<file path="src/dsr_pkg.sv">
// Purpose: Shared constants and types for the dual converter serial readout.
// Assumes: One 50 MHz system clock; the serial clock and select are sampled pins.
// Notes: Result words are held left-aligned in a 14-bit field for both variants.
package dsr_pkg;

  // ********************************
  // Widths and variants
  // ********************************
  localparam int RES_BITS_12 = 12;
  localparam int RES_BITS_14 = 14;
  localparam int MAX_BITS = 14;
  localparam int IN_BITS = 16;
  localparam int CNT_BITS = 5;
  localparam logic [CNT_BITS-1:0] CNT_MAX = 5'h1f;
  // First falling edge that launches a data bit
  localparam logic [CNT_BITS-1:0] FIRST_DATA_FALL = 5'h02;
  // Rising edges needed beyond the word width for a complete transfer
  localparam int EXTRA_RISES = 2;

  // ********************************
  // Timing
  // ********************************
  localparam int CLK_PERIOD_NS = 20;
  localparam int SELECT_TO_CLOCK_SETUP_NS = 15;
  localparam int SELECT_TO_CLOCK_SETUP_CYC =
    ((SELECT_TO_CLOCK_SETUP_NS + CLK_PERIOD_NS - 1) / CLK_PERIOD_NS < 1) ? 1 :
    (SELECT_TO_CLOCK_SETUP_NS + CLK_PERIOD_NS - 1) / CLK_PERIOD_NS;

  // ********************************
  // Types
  // ********************************
  typedef struct packed {
    logic [IN_BITS-1:0] positive_input_a;
    logic [IN_BITS-1:0] negative_input_a;
    logic [IN_BITS-1:0] positive_input_b;
    logic [IN_BITS-1:0] negative_input_b;
  } dsr_sample_t;

  localparam int SAMPLE_BITS = $bits(dsr_sample_t);

  typedef enum logic {
    DSR_IDLE,
    DSR_FRAME
  } dsr_phase_t;

endpackage : dsr_pkg

</file>
<file path="src/dsr_buffer.sv">
// Purpose: Two-entry buffer with valid and ready on both sides.
// Assumes: Same clock on both sides.
// Notes: Flags are registered so that neither side sees a combinational path.
`timescale 1ns/1ns
`default_nettype none
module dsr_buffer #(
  parameter int WIDTH = 8
) (
  input wire logic clk, // System clock
  input wire logic srst, // Synchronous reset, active high
  input wire logic [WIDTH-1:0] in_data, // Word from the source
  input wire logic in_valid, // Source offers a word
  output logic in_ready, // Buffer can take a word
  output logic [WIDTH-1:0] out_data, // Oldest word
  output logic out_valid, // Oldest word is present
  input wire logic out_ready // Drain takes the word
);

  typedef struct packed {
    logic [1:0][WIDTH-1:0] mem;
    logic rd;
    logic wr;
    logic [1:0] count;
    logic full;
    logic empty;
  } dsr_buf_state_t;

  dsr_buf_state_t st_reg;
  dsr_buf_state_t st_next;

  always_comb begin
    logic push;
    logic pop;
    push = 1'b0;
    pop = 1'b0;
    st_next = st_reg;
    push = in_valid && !st_reg.full;
    pop = out_ready && !st_reg.empty;
    if (push) begin
      st_next.mem[st_reg.wr] = in_data;
      st_next.wr = ~st_reg.wr;
    end
    if (pop) begin
      st_next.rd = ~st_reg.rd;
    end
    case ({push, pop})
      2'b10: st_next.count = st_reg.count + 2'h1;
      2'b01: st_next.count = st_reg.count - 2'h1;
      default: st_next.count = st_reg.count;
    endcase
    st_next.full = (st_next.count == 2'h2);
    st_next.empty = (st_next.count == 2'h0);
  end

  always_ff @(posedge clk) begin
    if (srst) begin
      st_reg <= '0;
      st_reg.empty <= 1'b1;
    end else begin
      st_reg <= st_next;
    end
  end

  assign in_ready = !st_reg.full;
  assign out_valid = !st_reg.empty;
  assign out_data = st_reg.mem[st_reg.rd];

endmodule : dsr_buffer
`default_nettype wire

</file>
<file path="src/dsr_readout.sv">
// Purpose: Serial result readout and frame control of a dual simultaneous converter.
// Assumes: Select and serial clock come from the host and are sampled by clk.
// Notes: Serial clock must stay well below a quarter of clk for edge detection.
// Operation
// - Results are twos-complement codes of positive minus negative input.
// - Word width is 12 or 14 bits, chosen by the variant parameter.
// - 12-bit variant clamps to 800 and 7FF hex.
// - 14-bit variant clamps to 2000 and 1FFF hex.
// - Frame runs from select falling to the next select rising.
// - Output A carries converter A, output B converter B, in parallel.
// - Select falling enables both outputs driving zero.
// - Falling edge one sends zero, then MSB to bit 0, then zeros.
// - Clock edges after the last bit give zero on both outputs.
// - Select rising releases both outputs to high impedance.
// - Sampling resumes as soon as the last bit is converted.
// - Select rising too early aborts the frame and restarts sampling.
// - Bits sent before an abort are still valid result bits.
`timescale 1ns/1ns
`default_nettype none
module dsr_readout #(
  parameter int RESULT_BITS = dsr_pkg::RES_BITS_14
) (
  input wire logic clk, // System clock, 50 MHz
  input wire logic srst, // Synchronous reset, active high
  input wire logic select_n, // Frame select pin, active low
  input wire logic serial_clk, // Serial clock pin from host
  input wire dsr_pkg::dsr_sample_t sample_in, // Held inputs of both converters
  input wire logic sample_valid, // Sample word offered
  output logic sample_ready, // Sample word can be taken
  output logic result_out_a, // Serial result of converter A
  output logic result_out_a_oe, // Drive enable of output A
  output logic result_out_b, // Serial result of converter B
  output logic result_out_b_oe, // Drive enable of output B
  output logic sampling, // Sample-and-hold is tracking
  output logic frame_aborted // One-cycle pulse on a short frame
);

  // ********************************
  // Constants and helpers
  // ********************************
  localparam logic [dsr_pkg::CNT_BITS-1:0] LAST_DATA_FALL =
    dsr_pkg::CNT_BITS'(RESULT_BITS + 1);
  localparam logic [dsr_pkg::CNT_BITS-1:0] RISES_NEEDED =
    dsr_pkg::CNT_BITS'(RESULT_BITS + dsr_pkg::EXTRA_RISES);
  localparam int ALIGN = dsr_pkg::MAX_BITS - RESULT_BITS;

  typedef logic signed [dsr_pkg::IN_BITS:0] dsr_diff_t;

  // Clamp the difference to the word range, result left-aligned
  function automatic logic [dsr_pkg::MAX_BITS-1:0] dsr_code(
    input logic [dsr_pkg::IN_BITS-1:0] pos,
    input logic [dsr_pkg::IN_BITS-1:0] neg
  );
    dsr_diff_t diff;
    dsr_diff_t top;
    dsr_diff_t bottom;
    logic [dsr_pkg::MAX_BITS-1:0] code;
    diff = dsr_diff_t'({1'b0, pos}) - dsr_diff_t'({1'b0, neg});
    top = dsr_diff_t'((1 << (RESULT_BITS - 1)) - 1);
    bottom = -top - dsr_diff_t'(1);
    if (diff > top) begin
      code = top[dsr_pkg::MAX_BITS-1:0];
    end else if (diff < bottom) begin
      code = bottom[dsr_pkg::MAX_BITS-1:0];
    end else begin
      code = diff[dsr_pkg::MAX_BITS-1:0];
    end
    return dsr_pkg::MAX_BITS'(code << ALIGN);
  endfunction : dsr_code

  function automatic logic [dsr_pkg::CNT_BITS-1:0] dsr_bump(
    input logic [dsr_pkg::CNT_BITS-1:0] cnt
  );
    return (cnt == dsr_pkg::CNT_MAX) ? cnt : cnt + dsr_pkg::CNT_BITS'(1);
  endfunction : dsr_bump

  // ********************************
  // State
  // ********************************
  typedef struct packed {
    logic sel_s1;
    logic sel_s2;
    logic sel_s3;
    logic sck_s1;
    logic sck_s2;
    logic sck_s3;
    dsr_pkg::dsr_phase_t phase;
    logic [dsr_pkg::CNT_BITS-1:0] fall_cnt;
    logic [dsr_pkg::CNT_BITS-1:0] rise_cnt;
    logic [dsr_pkg::MAX_BITS-1:0] shift_a;
    logic [dsr_pkg::MAX_BITS-1:0] shift_b;
    logic out_a;
    logic out_b;
    logic oe;
    logic track;
    logic abort;
  } dsr_state_t;

  dsr_state_t st_reg;
  dsr_state_t st_next;
  dsr_pkg::dsr_sample_t buf_data;
  logic buf_valid;
  logic buf_pop;

  // ********************************
  // Sample buffer
  // ********************************
  // Converter may run ahead by two samples while a frame is stalled
  dsr_buffer #(
    .WIDTH(dsr_pkg::SAMPLE_BITS)
  ) u_buffer (
    .clk(clk),
    .srst(srst),
    .in_data(sample_in),
    .in_valid(sample_valid),
    .in_ready(sample_ready),
    .out_data(buf_data),
    .out_valid(buf_valid),
    .out_ready(buf_pop)
  );

  // ********************************
  // Frame control
  // ********************************
  always_comb begin
    logic sel_fall;
    logic sel_rise;
    logic sck_fall;
    logic sck_rise;
    logic [dsr_pkg::CNT_BITS-1:0] falls;
    sel_fall = 1'b0;
    sel_rise = 1'b0;
    sck_fall = 1'b0;
    sck_rise = 1'b0;
    falls = '0;
    st_next = st_reg;
    buf_pop = 1'b0;
    st_next.sel_s1 = select_n;
    st_next.sel_s2 = st_reg.sel_s1;
    st_next.sel_s3 = st_reg.sel_s2;
    st_next.sck_s1 = serial_clk;
    st_next.sck_s2 = st_reg.sck_s1;
    st_next.sck_s3 = st_reg.sck_s2;
    sel_fall = st_reg.sel_s3 && !st_reg.sel_s2;
    sel_rise = !st_reg.sel_s3 && st_reg.sel_s2;
    sck_fall = st_reg.sck_s3 && !st_reg.sck_s2;
    sck_rise = !st_reg.sck_s3 && st_reg.sck_s2;
    st_next.abort = 1'b0;
    case (st_reg.phase)
      dsr_pkg::DSR_IDLE: begin
        if (sel_fall) begin
          st_next.phase = dsr_pkg::DSR_FRAME;
          st_next.oe = 1'b1;
          st_next.out_a = 1'b0;
          st_next.out_b = 1'b0;
          st_next.track = 1'b0;
          st_next.fall_cnt = '0;
          st_next.rise_cnt = '0;
          buf_pop = buf_valid;
          // Without a ready sample the frame reads as zero input
          st_next.shift_a = buf_valid ?
            dsr_code(buf_data.positive_input_a, buf_data.negative_input_a) : '0;
          st_next.shift_b = buf_valid ?
            dsr_code(buf_data.positive_input_b, buf_data.negative_input_b) : '0;
        end
      end
      dsr_pkg::DSR_FRAME: begin
        if (sel_rise) begin
          st_next.phase = dsr_pkg::DSR_IDLE;
          st_next.oe = 1'b0;
          st_next.out_a = 1'b0;
          st_next.out_b = 1'b0;
          st_next.track = 1'b1;
          st_next.abort = (st_reg.rise_cnt < RISES_NEEDED);
        end else begin
          if (sck_fall) begin
            falls = dsr_bump(st_reg.fall_cnt);
            st_next.fall_cnt = falls;
            if (falls >= dsr_pkg::FIRST_DATA_FALL) begin
              // Zeros shift in behind the word, so late edges send zero
              st_next.out_a = st_reg.shift_a[dsr_pkg::MAX_BITS-1];
              st_next.out_b = st_reg.shift_b[dsr_pkg::MAX_BITS-1];
              st_next.shift_a = {st_reg.shift_a[dsr_pkg::MAX_BITS-2:0], 1'b0};
              st_next.shift_b = {st_reg.shift_b[dsr_pkg::MAX_BITS-2:0], 1'b0};
            end
            if (falls == LAST_DATA_FALL) begin
              st_next.track = 1'b1;
            end
          end
          if (sck_rise) begin
            st_next.rise_cnt = dsr_bump(st_reg.rise_cnt);
          end
        end
      end
      default: begin
        st_next.phase = dsr_pkg::DSR_IDLE;
      end
    endcase
  end

  always_ff @(posedge clk) begin
    if (srst) begin
      st_reg <= '0;
      st_reg.sel_s1 <= 1'b1;
      st_reg.sel_s2 <= 1'b1;
      st_reg.sel_s3 <= 1'b1;
      // Serial clock idles high, so a cleared sync would see a false edge
      st_reg.sck_s1 <= 1'b1;
      st_reg.sck_s2 <= 1'b1;
      st_reg.sck_s3 <= 1'b1;
      st_reg.phase <= dsr_pkg::DSR_IDLE;
      st_reg.track <= 1'b1;
    end else begin
      st_reg <= st_next;
    end
  end

  assign result_out_a = st_reg.out_a;
  assign result_out_b = st_reg.out_b;
  assign result_out_a_oe = st_reg.oe;
  assign result_out_b_oe = st_reg.oe;
  assign sampling = st_reg.track;
  assign frame_aborted = st_reg.abort;

endmodule : dsr_readout
`default_nettype wire

</file>
<file path="config.mk">
export PLATFORM = sky130hd
export DESIGN_NAME = dsr_readout
export DESIGN_NICKNAME = d
export VERILOG_FILES = /design/src/dsr_pkg.sv /design/src/dsr_buffer.sv /design/src/dsr_readout.sv
export SDC_FILE = /design/constraint.sdc
export NUM_CORES = 1
export LEC_CHECK = 0
export ABC_AREA = 1
export BUFFER_PORTS_ARGS = -buffer_cell sky130_fd_sc_hd__buf_2
export CAP_MARGIN = 0
export CORE_MARGIN = 4
export CORE_UTILIZATION = 25
export DETAILED_ROUTE_END_ITERATION = 16
export PLACE_DENSITY = 0.38
export SLEW_MARGIN = 25
export SYNTH_ARGS = -nofsm -noshare
export SYNTH_HDL_FRONTEND = slang
export SYNTH_SLANG_ARGS = --single-unit
export TNS_END_PERCENT = 5
</file>
<file path="constraint.sdc">
create_clock -name clk -period 2.45 [get_ports clk]
set_input_delay 0 -clock clk [delete_from_list [all_inputs] [get_ports clk]]
set_output_delay 0 -clock clk [all_outputs]
set_load 0.005 [all_outputs]
</file>
### Word-level counts from Yosys, hierarchy flattened

Cells that the tools add are included.

* flip-flop bits (word level): 184
* bits of input ports: 69
* output and inout bits: 7
* word-level logic and storage cells: 108

* add/sub/neg operators: 6
* magnitude comparators: 9
* equality and inequality tests: 16
* mux-type cells: 29
* bitwise gates (word level): 4
* reduce and logical (&&, ||, !) cells: 21

Operators with widths (number)
* $mux W64: 3
* $bwmux W128: 1
* $pmux W43 S2: 1
* $mux W14: 6
* $demux W64 S1: 1
* $mux W30: 2
* $mux W43: 1
* $mux W38: 1
* $gt A17 B14 Y1 const B: 2
* $lt A17 B14 Y1 const B: 2
* $sub A16 B16 Y17: 2
* $mux W5: 4
* $add A5 B1 Y5 const B: 2
* $eq A5 B5 Y1 const B: 2
* $ne A3 B1 Y1 const B: 3
* $reduce_and A3 Y1: 3
* $ne A2 B1 Y1 const B: 4
* $reduce_and A4 Y1: 2
* $logic_and A1 B1 Y1: 7
* $mux W1: 7
* $logic_not A1 Y1: 6
* $ne A2 B2 Y1 const B: 3
* $eq A5 B4 Y1 const B: 1
* $ge A5 B2 Y1 const B: 1
* other kinds (13): 18

### Logic depth before layout (Yosys ltp)

Gate-level depths: netlist (run 1).

* word-level depth: 9
* gate-level depth with buffers: 23
* mapped depth without buffers: 21

### By module

From an unflattened synthesis (run 1), not the netlist that was laid out.

* cell total of the unflattened synthesis: 1496
* area total of the unflattened synthesis: 10248.6 um^2

Modules (own cells, without submodules)
* dsr_buffer: times used 1, cells an instance 733, area an instance 5398.9 um^2, seq. area each 2682.6 um^2
* dsr_readout: times used 1, cells an instance 763, area an instance 4849.7 um^2, seq. area each 1001.0 um^2

### Worst setup path before layout (run 1)

OpenSTA, ideal clock, no wires.

* path kind: reg-to-reg
* start: register u_buffer.st_reg[5] in the netlist's numbering
* end: register st_reg[5] in the netlist's numbering
* library setup time: 0.136 ns
* arrival: 2.492 ns
* data required time: 2.314 ns
* setup slack: -0.178 ns
* stages on the path, launching flop included: 19
* path buffers: 3
* clock period less this slack: 2.628 ns
* path through: dfxtp_1 -> clkbuf_1 -> clkbuf_1 -> o21ai_0 -> ha_1 -> fa_1 -> inv_1 -> nand2_1 -> nand3_2 -> nand2_1 -> nand3_1 -> nand2_1 -> nor2_1 -> nand2_1 -> nand2_2 -> buf_6 -> nand2_1 -> nand2_1 -> a21oi_2

* word-level cells in the longest chain between the ends: 9
* elaborated cells on any way between the ends: 10
* classes of those cells: add/sub: 1; order compare: 2; mux: 7

RTL lines
* start, declared: RTL line dsr_buffer.sv:28 `dsr_buf_state_t st_reg;`
* start signal, assigned: RTL line dsr_buffer.sv:60 `st_reg <= st_next;`
* $mux W64 (implied by the code) (*) (2 in series): RTL line dsr_buffer.sv:66 `assign out_data = st_reg.mem[st_reg.rd];`
* $sub A16 B16 Y17 (*): RTL line dsr_readout.sv:58 `diff = dsr_diff_t'({1'b0, pos}) - dsr_diff_t'({1'b0, neg});`
* $lt A17 B14 Y1: RTL line dsr_readout.sv:63 `end else if (diff < bottom) begin`
* $mux W14: RTL line dsr_readout.sv:63
* $mux W14 (*): RTL line dsr_readout.sv:61 `if (diff > top) begin`
* $mux W14 (*): RTL line dsr_readout.sv:163 `st_next.shift_b = buf_valid ?`
* $mux W43 (*): RTL line dsr_readout.sv:151 `if (sel_fall) begin`
* $pmux W43 S2 (*): RTL line dsr_readout.sv:149 `case (st_reg.phase)`
* end signal, assigned: RTL line dsr_readout.sv:214 `st_reg <= st_next;`
* end, declared: RTL line dsr_readout.sv:99 `dsr_state_t st_reg;`

Every way passes the cells marked *; elsewhere a longest branch is shown, timed or not. The select of a mux whose other input is x is not followed.
A chain may end at the register's enable or synchronous reset.

### Final worst setup path (run 1)

* start: register u_buffer.st_reg[5] in the netlist's numbering
* end: register st_reg[31] in the netlist's numbering

* word-level cells in the longest chain between the ends: 9
* elaborated cells on any way between the ends: 10
* classes of those cells: add/sub: 1; order compare: 2; mux: 7

RTL lines
* $mux W64 (implied by the code) (*) (2 in series): RTL line dsr_buffer.sv:66
* $sub A16 B16 Y17 (*): RTL line dsr_readout.sv:58
* $lt A17 B14 Y1: RTL line dsr_readout.sv:63
* $mux W14: RTL line dsr_readout.sv:63
* $mux W14 (*): RTL line dsr_readout.sv:61
* $mux W14 (*): RTL line dsr_readout.sv:161 `st_next.shift_a = buf_valid ?`
* $mux W43 (*): RTL line dsr_readout.sv:151
* $pmux W43 S2 (*): RTL line dsr_readout.sv:149

Marks and branches as above.

==> summary.txt, run 1 <==
Max VDD drop - 0.4961 mV
syn nets - 1,561
storage element area - 3687 µm²
Core Area - 38,740 µm²
Final min period - 2.638 ns
max reg flops - 134
Final Setup Violations - 27
Post-route DRC - 0
number of buffers created by CTS - 17
failing checks - setup timing
register area share after synthesis - 37.45%
P&R area growth vs syn - 40.54%
# rows - 72
setup TNS - -3.462 ns
Worst Max-Slew Pin Slew - 0.7817 ns
Die Wd - 206.4 µm
Port Buf Inserts - 75
total of max-cap violations - 0
drt initial violations - 388
Cell Area, Synth - 9836 µm²
Filler cells - 4,230
RSZ-0062 raised after global routing - yes
compound-gate portion of the synthesized area - 21.52%
CP Launch Type - register
Adder-Cell Fraction of Synth Area - 5.368%
Place WS - -0.3872 ns
main combinational cell family by area after synthesis - simple AND/OR/NAND/NOR gates
ys flop type - dfxtp_1
Crit Path Category - reg2reg
P_leak - 5.884 nW
# clock sinks - 184
Warnings, synthesis - 0
Hold Path End - st_reg[47]
post-DP HPWL - 19.80 mm
period utilization - 107.7%
GRT Total Usage - 13.43%
DIE AREA - 42,580 µm²
flops & latches, synth - 184
wire length per cell - 13.42 µm
vias in the first global route - 8,681
detailed-router iteration count before antenna repair - 4
CP Data Arrival Time - 3.01 ns
XOR/XNOR share of the synthesized area - 2.226%
CTS Buffer Depth - 2
clk_lat worst skew - 0.45 ns
Routed WL - 29.59 mm
r2r setup slk - -0.19 ns
Root Driver - clkbuf_16
worst reg2reg path depth - 18
Final WS setup - -0.1875 ns
Worst Path Required - 2.83 ns
IO Pins - 76
Slew HR - 47.81%
Max Clk Rate - 0.3791 GHz
via count - 9,379
hold_sp - srst
DRT antenna net count - 0
met1 usage in global routing - 19.50%
outcome - finished with violations
CTS tree - yes
CTS HTree Levels - 4
mux share of post-synthesis cell area - 0%
final hold slack - 0.1422 ns
gpl congestion - 0.8065
initial core utilization - 25.39%
CP max FO - 8
pwr dens - 774.0 nW/µm²
Post-Synth Simple-Gate Area - 21.88%
Min-Delay Path Class - in2reg
EDFF count, synth - 0
reg2reg end - st_reg[31]
GRT Residual Overflow - 0
Layout Skew - 0.01519 ns
Max Slew Vio Count - 0
GR peak layer - met2
pin count of the biggest net entering global routing - 99
global-route wire length before repair - 45.66 mm
vias per cell - 4.252
Syn Inst Count - 1,451
fin nets - 1,785
Final Util - 35.68%
initial antenna violation count - 0
Yosys cell types - 36
Worst-path clk slew - 0.07 ns
Synth Area per Inst - 6.779 µm²
FFs w/ async S/R, synth - 0%
area of the multi-input gates - 5833 µm²
Die Ht - 206.4 µm
endpoints failing hold - 0
antenna cells - 0
Worst Setup End Kind - register
reg2reg start - u_buffer.st_reg[5]
hold path cells - 3
share of layout cells above drive strength 1 - 27.73%
grt met2 use - 20.73%
grt met3 use - 2.008%
-- what timing repair did --
| item | in CTS | in global routing |
|---|---|---|
| endpoints found under the hold margin | 131 | 0 |
| setup endpoints to repair | 28 | 28 |
| pin swaps | 1 | 80 |
| hold buffers | 67 | 0 |
| setup buffers | 1 | 18 |
| gates resized for setup | 27 | 233 |
| gates cloned | 0 | 10 |
-- worst max-delay path by stage --
| stage | startpoint | endpoint | slack [ns] | cells past startpoint |
|---|---|---|---|---|
| after global routing | u_buffer.st_reg[5] | st_reg[25] | -0.34 | 19 |
| after CTS | u_buffer.st_reg[5] | st_reg[16] | -0.24 | 18 |
| after detailed placement | u_buffer.st_reg[5] | st_reg[11] | -0.39 | 17 |
| after floorplan | u_buffer.st_reg[5] | st_reg[22] | -0.0005 | 20 |
| after global placement | u_buffer.st_reg[5] | st_reg[15] | -0.37 | 18 |
| final | u_buffer.st_reg[5] | st_reg[31] | -0.19 | 18 |
-- logic make-up after synthesis --
group           count (synthesis)
simple gates                  526
buf+inv                       272
compound gates                403
xor+xnor                       25
flops                         184
fa+ha+maj                      41
-- Yosys cell counts (3+ instances only) --
master | number | share of area (%)
nand2_1 | 348 | 13
o21ai_0 | 203 | 10
dfxtp_1 | 184 | 37
inv_1 | 181 | 6.9
a21oi_1 | 145 | 7.4
nor2_1 | 103 | 3.9
clkbuf_1 | 58 | 2.2
ha_1 | 39 | 5.0
nand3_1 | 25 | 1.3
o21ai_1 | 24 | 1.2
a21oi_2 | 20 | 1.8
nand2_2 | 20 | 1.3
xor2_1 | 18 | 1.6
inv_2 | 11 | 0.42
buf_6 | 9 | 1.0
nor3_1 | 9 | 0.46
xnor2_1 | 7 | 0.62
nand3_2 | 6 | 0.61
a31oi_1 | 5 | 0.32
nand4_1 | 4 | 0.25
or2_2 | 4 | 0.25
buf_1 | 3 | 0.11
buf_4 | 3 | 0.23
clkbuf_8 | 3 | 0.42
clkinv_1 | 3 | 0.11
-- per-layer routing --
layer,vias up,routed length (µm),part of all wire (%)
met5,-,0,0
met4,0,371,1.3
met3,25,548,1.9
met2,84,12980,44
met1,4179,15690,53
li1,5091,-,-
-- final cells by class --
cell class	instances	area share, %
clock inverter	14	1.177
timing repair buffer	278	16.78
clock buffer	18	3.177
sequential	184	26.67
tap	518	4.689
inverter	195	5.304
multi-input combinational	999	42.20
-- where the power goes --
part           switching [mW]  total, mW  internal, mW
Combinational            2.51       4.47          1.95
Sequential              0.113       3.37          3.25
Clock                    1.31       2.86          1.56
-- worst max-delay path, stage by stage, from the launching register on --
cell and delay, ns:
dfxtp_4 0.36, buf_12 0.16, buf_12 0.15, buf_4 0.14, nand2_1 0.12, o21ai_4 0.08, fa_2 0.41, inv_2 0.07
nand3_1 0.06, nand3_1 0.11, nand3_1 0.12, nand2_2 0.13, nand2_1 0.06, nand2_1 0.08, xor2_1 0.20, nand2_1 0.09
nand2_2 0.05, nand2_1 0.06, a21oi_2 0.11
-- placed cells by master, fill, tap and decap left out, drive strengths merged, types with 7 or more instances in the layout --
| cell | n |
|---|---|
| o21ai | 228 |
| xnor2 | 7 |
| a21oi | 165 |
| buf | 206 |
| nand3 | 31 |
| inv | 198 |
| nand2 | 374 |
| ha | 39 |
| clkinv | 8 |
| nor2 | 105 |
| clkbuf | 23 |
| nor3 | 9 |
| dfxtp | 184 |
| xor2 | 18 |
| dlygate4sd3 | 67 |
-- through the flow --
stage | instance area (µm²) | total power, mW | cells
after global routing | 13820 | 11.46 | 2206
final | 13820 | 10.70 | 2206
after detailed placement | 11380 | 6.906 | 2078
after floorplan | 9853 | 5.684 | 1451
after global placement | 11380 | 6.914 | 2078
after CTS | 12710 | 9.984 | 2178
Note: power is estimated with default switching activity, not from simulation.
==> run 2: changes to the inputs <==
--- a/config.mk
+++ b/config.mk
@@ -7,11 +7,10 @@
 export LEC_CHECK = 0
 export ABC_AREA = 1
 export BUFFER_PORTS_ARGS = -buffer_cell sky130_fd_sc_hd__buf_2
-export CAP_MARGIN = 0
-export CORE_MARGIN = 4
-export CORE_UTILIZATION = 25
+export CAP_MARGIN = 40
+export CORE_UTILIZATION = 55
 export DETAILED_ROUTE_END_ITERATION = 16
-export PLACE_DENSITY = 0.38
+export PLACE_DENSITY = 0.74
 export SLEW_MARGIN = 25
 export SYNTH_ARGS = -nofsm -noshare
 export SYNTH_HDL_FRONTEND = slang
==> summary.txt, run 2 (synthesized netlist as in run 1, its figures left out) <==
Root Driver - clkbuf_16
gpl congestion - 0.9104 (+13%)
hold path cells - 4 (+1)
failing checks - setup timing
Crit Path Category - reg2reg
Die Wd - 135.7 µm (-34%)
GRT Total Usage - 31.01% (+18 points)
Core Area - 17,360 µm² (-55%)
period utilization - 112.8% (+5.1 points)
# clock sinks - 184 (unchanged)
Port Buf Inserts - 75 (unchanged)
Slowest cell on crit path - dfxtp_4
area post-placement - 11,010 µm² (-3.3%)
global-route wire length before repair - 45.07 mm (-1.3%)
CP Data Arrival Time - 3.14 ns (+0.13 ns)
Final Setup Violations - 28 (+3.7%)
crit path to - st_reg[17]
clk_lat worst skew - 0.45 ns (about the same)
share of layout cells above drive strength 1 - 30.43% (+2.7 points)
reg2reg start - u_buffer.st_reg[5]
Worst Path Required - 2.83 ns (about the same)
Final WS setup - -0.3128 ns (-0.1253 ns)
Routed WL - 32.98 mm (+11%)
Max VDD drop - 0.7043 mV (+42%)
worst-path cell chain - buf_12 > buf_12 > nand2_2 > o21ai_4 > buf_6 > buf_6 > fa_2 > inv_2 > nand3_1 > nand3_2 > nand3_2 > nand2_2 > buf_6 > nand2_1 > nand2_1 > xor2_2 > nand2_2 > nand2_1 > nand2_1 > a21oi_2
reg2reg end - st_reg[17]
outcome - finished with violations
Layout Skew - 0.01814 ns (+0.002950 ns)
CP Launch Type - register
drt initial violations - 1,163 (+200%)
Worst-path clk slew - 0.08 ns (about the same)
number of buffers created by CTS - 17 (unchanged)
pwr dens - 816.7 nW/µm² (+5.5%)
vias per cell - 5.642 (+33%)
DIE AREA - 18,420 µm² (-57%)
via count - 10,781 (+15%)
Critical Path Most Common Cell - nand2_1
fin nets - 1,783 (-0.11%)
commonest cells after routing, fill and taps aside - nand2_1 (271), dfxtp_1 (183), inv_1 (166)
final hold slack - 0.09840 ns (-0.04378 ns)
DRT antenna net count - 0 (unchanged)
initial antenna violation count - 0 (unchanged)
Final Util - 79.07% (+43 points)
Place WS - -0.2313 ns (+0.1559 ns)
commonest non-fill, non-tap cell in the layout - nand2_1
area of the multi-input gates - 6128 µm² (+5.1%)
vias in the first global route - 9,393 (+8.2%)
Post-route DRC - 0 (unchanged)
CP Launch Point - u_buffer.st_reg[5]
GRT Residual Overflow - 0 (unchanged)
P&R area growth vs syn - 39.54%
Min-Delay Path Class - in2reg
P_leak - 5.909 nW (+0.43%)
CP max stage delay - 0.40 ns (about the same)
r2r setup slk - -0.31 ns (-0.13 ns)
IO Pins - 76 (unchanged)
initial core utilization - 56.67% (+31 points)
antenna cells - 0 (unchanged)
Die Ht - 135.7 µm (-34%)
Max Slew Vio Count - 0 (unchanged)
Filler cells - 1,103 (-74%)
post-DP HPWL - 16.59 mm (-16%)
CP max FO - 6 (-2)
storage element area - 3687 µm² (unchanged)
Final Cell Area - 13,720 µm² (-0.72%)
pin count of the biggest net entering global routing - 85 (-14%)
detailed-router iteration count before antenna repair - 5 (+1)
Worst Max-Slew Pin Slew - 0.7630 ns (-0.01867 ns)
hold_sp - srst
total of max-cap violations - 0 (unchanged)
CTS Buffer Depth - 2 (unchanged)
RSZ-0062 raised after global routing - yes
Slew HR - 49.06% (+1.2 points)
# rows - 48 (-33%)
Worst Setup End Kind - register
Power, Total - 11.21 mW (+4.8%)
CTS HTree Levels - 4 (unchanged)
Final min period - 2.763 ns (+0.1253 ns)
max reg flops - 134 (unchanged)
worst reg2reg path depth - 20 (+2)
Max Clk Rate - 0.3619 GHz (-4.5%)
endpoints failing hold - 0 (unchanged)
wire length per cell - 17.26 µm (+29%)
CTS tree - yes
==> run 2: cell types whose count changed in the layout (fill, tap and decap cells not counted), sizes merged <==
cell	before	now
buf	206	205
inv	198	202
clkinv	8	4
bufinv	2	0
clkinvlp	1	2
==> run 2: metrics by stage <==
step	std cells	TNS, ns
floorplan	1451	-0.004721
global placement	1786	-3.893
detailed placement	1786	-5.115
CTS	1901	-1.125
global route	1911	-8.890
finish	1911	-6.763
==> run 2: final cells by class <==
type / instances / area share [%]
well taps: 225 / 2.051
repair buffers: 276 / 16.99
clock buffers: 19 / 3.154
multi-input cells: 999 / 44.65
clock inverters: 13 / 0.9299
flip-flops and latches: 184 / 26.87
inverters: 195 / 5.351
==> run 2: critical path, delay by kind of cell, from the launching register on <==
kind / cells / cell delay, ns
adders and majority gates: 1 / 0.36
DFF: 1 / 0.40
AOI/OAI and AO/OA: 2 / 0.20
and+or+nand+nor: 10 / 0.83
xor gates and xnor gates: 1 / 0.17
buffers and inverters: 6 / 0.73
==> run 2: report_power, final <==
part           total (mW)  switching [mW]  internal (mW)
Sequential           3.39           0.131           3.26
Combinational        5.11            2.96           2.14
Clock                2.72            1.36           1.35
Total                11.2            4.46           6.75
==> run 2: how the worst min path moves through the flow <==
stage / to
after floorplan: st_next[45]
after global routing: st_reg[47]
final: st_reg[47]
after detailed placement: st_next[48]
after CTS: st_reg[44]
after global placement: st_next[48]
==> run 2: per-layer routing <==
metal  routed length (µm)  GRT usage (%)  up-vias
met5                    0              0        -
met4                 1557          11.86        0
met3                 2708          5.125      159
met2                15680          51.76      586
met1                13030          39.85     4957
li1                     -              -     5079
==> run 2: what timing repair did <==
item                                    CTS  global route
pin swaps                                36            90
gates resized for setup                 136           184
hold buffers                             67             0
gates cloned                              6             4
endpoints found under the setup margin   26            28
setup buffers                            11            14
hold endpoints to repair                131             0
==> run 3: changes to the inputs <==
==> constraint.sdc (replaced) <==
create_clock -name clk -period 2.45 [get_ports clk]
set_input_delay 0.6125 -clock clk [delete_from_list [all_inputs] [get_ports clk]]
set_output_delay 0.6125 -clock clk [all_outputs]
set_load 0.005 [all_outputs]
==> summary.txt, run 3 (synthesized netlist as in run 1, its figures left out) <==
outcome - finished with violations
failing checks - setup timing
reg2reg end - st_reg[23]
clk_lat worst skew - 0.44 ns (about the same)
drt initial violations - 597 (-49%)
period utilization - 106.6% (-6.2 points)
Slowest cell on crit path - dfxtp_4
Seq pwr share - 34.2% (+4.0 points)
Place WS - -0.2217 ns (+0.009666 ns)
Die Ht - 135.7 µm (unchanged)
Post-route DRC - 0 (unchanged)
pin count of the biggest net entering global routing - 137 (+61%)
IO Pins - 76 (unchanged)
pwr dens - 822.3 nW/µm² (+0.68%)
Logic pwr share - 38.3% (-7.3 points)
Final Setup Violations - 26 (-7.1%)
hold path cells - 2 (-2)
vias per cell - 5.125 (-9.2%)
CP max stage delay - 0.39 ns (about the same)
commonest cells after routing, fill and taps aside - nand2_1 (338), o21ai_0 (194), dfxtp_1 (183)
Max VDD drop - 0.5893 mV (-16%)
net switching power - 3.604 mW (-19%)
vias in the first global route - 8,424 (-10%)
wire length per cell - 13.11 µm (-24%)
detailed-router iteration count before antenna repair - 5 (unchanged)
Worst Max-Slew Pin Slew - 0.7565 ns (-0.006562 ns)
Layout Skew - 0.01532 ns (-0.002813 ns)
CTS HTree Levels - 4 (unchanged)
commonest non-fill, non-tap cell in the layout - nand2_1
CTS Buffer Depth - 2 (unchanged)
clock share of power - 27.5% (+3.3 points)
DRT antenna net count - 0 (unchanged)
total of max-cap violations - 0 (unchanged)
Final min period - 2.611 ns (-0.1519 ns)
Internal - 6.224 mW (-7.8%)
# rows - 48 (unchanged)
Buf/Inv on CP - 2 (-4)
initial core utilization - 56.67% (unchanged)
number of buffers created by CTS - 17 (unchanged)
global-route wire length before repair - 39.23 mm (-13%)
# hold bufs at CTS - 0 (-100%)
CP max FO - 37 (+31)
worst reg2reg path depth - 17 (-15%)
Crit Path Category - reg2reg
CP Depth - 17 (-15%)
Min-Delay Path Class - in2reg
CTS tree - yes
Die Wd - 135.7 µm (unchanged)
initial antenna violation count - 0 (unchanged)
CP Launch Point - u_buffer.st_reg[5]
DIE AREA - 18,420 µm² (unchanged)
CP Data Arrival Time - 2.92 ns (-0.22 ns)
crit path to - st_reg[23]
GRT Residual Overflow - 0 (unchanged)
Final Util - 68.86% (-10 points)
RSZ-0062 raised after global routing - yes
GRT Total Usage - 26.74% (-4.3 points)
endpoints failing hold - 0 (unchanged)
Filler cells - 1,496 (+36%)
worst-path cell chain - buf_12 > o21ai_0 > ha_4 > nand2_1 > inv_1 > nand2_1 > nand2_1 > a21oi_2 > nand2_1 > nand2_1 > nand2_1 > nor2_1 > nand2_2 > nand2_2 > nand2_1 > nand2_1 > a21oi_2
Slew HR - 49.50% (+0.44 points)
CP Launch Type - register
P_leak - 5.356 nW (-9.4%)
max reg flops - 134 (unchanged)
Core Area - 17,360 µm² (unchanged)
Port Buf Inserts - 75 (unchanged)
Worst Setup End Kind - register
# clock sinks - 184 (unchanged)
via count - 9,364 (-13%)
Max Clk Rate - 0.3830 GHz (+5.8%)
Final WS setup - -0.1609 ns (+0.1519 ns)
Root Driver - clkbuf_16
antenna cells - 0 (unchanged)
Max Slew Vio Count - 0 (unchanged)
Sw Share - 36.67% (-3.1 points)
gpl congestion - 0.9320 (+2.4%)
reg2reg start - u_buffer.st_reg[5]
P&R area growth vs syn - 21.51%
Worst-path clk slew - 0.07 ns (about the same)
share of layout cells above drive strength 1 - 21.29% (-9.1 points)
Routed WL - 23.94 mm (-27%)
cell family with most CP delay - simple AND/OR/NAND/NOR gates
Worst Path Required - 2.75 ns (-0.08 ns)
post-DP HPWL - 16.59 mm (about the same)
r2r setup slk - -0.16 ns (+0.15 ns)
Critical Path Most Common Cell - nand2_1
fin nets - 1,699 (-4.7%)
[run 3: cell count changes in the layout (fill, tap and decap cells not counted), moves of 9 or more]
cell,previous run,this run
inv_2,27,16
o21ai_0,157,194
inv_1,166,178
o21ai_2,22,1
nand2_4,17,8
dlygate4sd3_1,67,0
ha_1,12,28
o21ai_4,11,0
nand2_2,83,28
ha_4,23,9
nand2_1,271,338
[run 3: per-stage QoR]
| stage | hold slack [ns] | setup TNS, ns | instance area [µm²] | cells | power [mW] |
|---|---|---|---|---|---|
| final | 0.3646 | -3.069 | 11950 | 1827 | 9.828 |
| after global placement | 0.3950 | -4.270 | 11050 | 1785 | 6.754 |
| after CTS | 0.3572 | -1.842 | 11790 | 1822 | 9.640 |
| after global routing | 0.3641 | -8.497 | 11950 | 1827 | 10.44 |
| after detailed placement | 0.4015 | -4.807 | 11050 | 1785 | 6.793 |
| after floorplan | 0.3895 | -0.004721 | 9853 | 1451 | 5.684 |
[run 3: repair_timing]
action / CTS / global route
pin swaps: 5 / 7
resized for setup: 32 / 28
gates cloned: 1 / 3
buffers inserted: 4 / 2
setup endpoints to repair: 26 / 28
[run 3: area by class of cell]
cell class | count | area (µm²) | share of cell area, %
Clock buffer | 18 | 429.2 | 3.591
Clock inverter | 14 | 155.1 | 1.298
Inverter | 195 | 732.0 | 6.124
Multi-Input combinational cell | 999 | 5305 | 44.39
Sequential cell | 184 | 3687 | 30.85
Tap cell | 225 | 281.5 | 2.356
Timing Repair Buffer | 192 | 1361 | 11.39
[run 3: how the worst min path moves through the flow]
stage                      from     endpoint  slack [ns]
floorplan           st_next[45]  st_next[44]        0.39
global placement    st_next[45]  st_next[44]        0.40
detailed placement  st_next[45]  st_next[44]        0.40
CTS                    select_n  st_next[48]        0.36
global route           select_n  st_next[48]        0.36
finish                 select_n  st_next[48]        0.36
[run 3: power groups by stage]
stage	Combinational (mW)	Sequential (mW)	Clock [mW]
after floorplan	2.29	3.40	0
after global placement	3.33	3.42	0
after detailed placement	3.36	3.43	0
after CTS	3.55	3.36	2.73
after global routing	4.20	3.39	2.84
final	3.76	3.36	2.70
[run 3: layer usage]
metal | GRT usage (%) | vias up | wire length, µm
li1 | - | 4906 | -
met1 | 37.89 | 4236 | 12020
met2 | 42.06 | 199 | 10660
met3 | 4.115 | 23 | 966
met4 | 6.929 | 0 | 300
met5 | 0 | - | 0
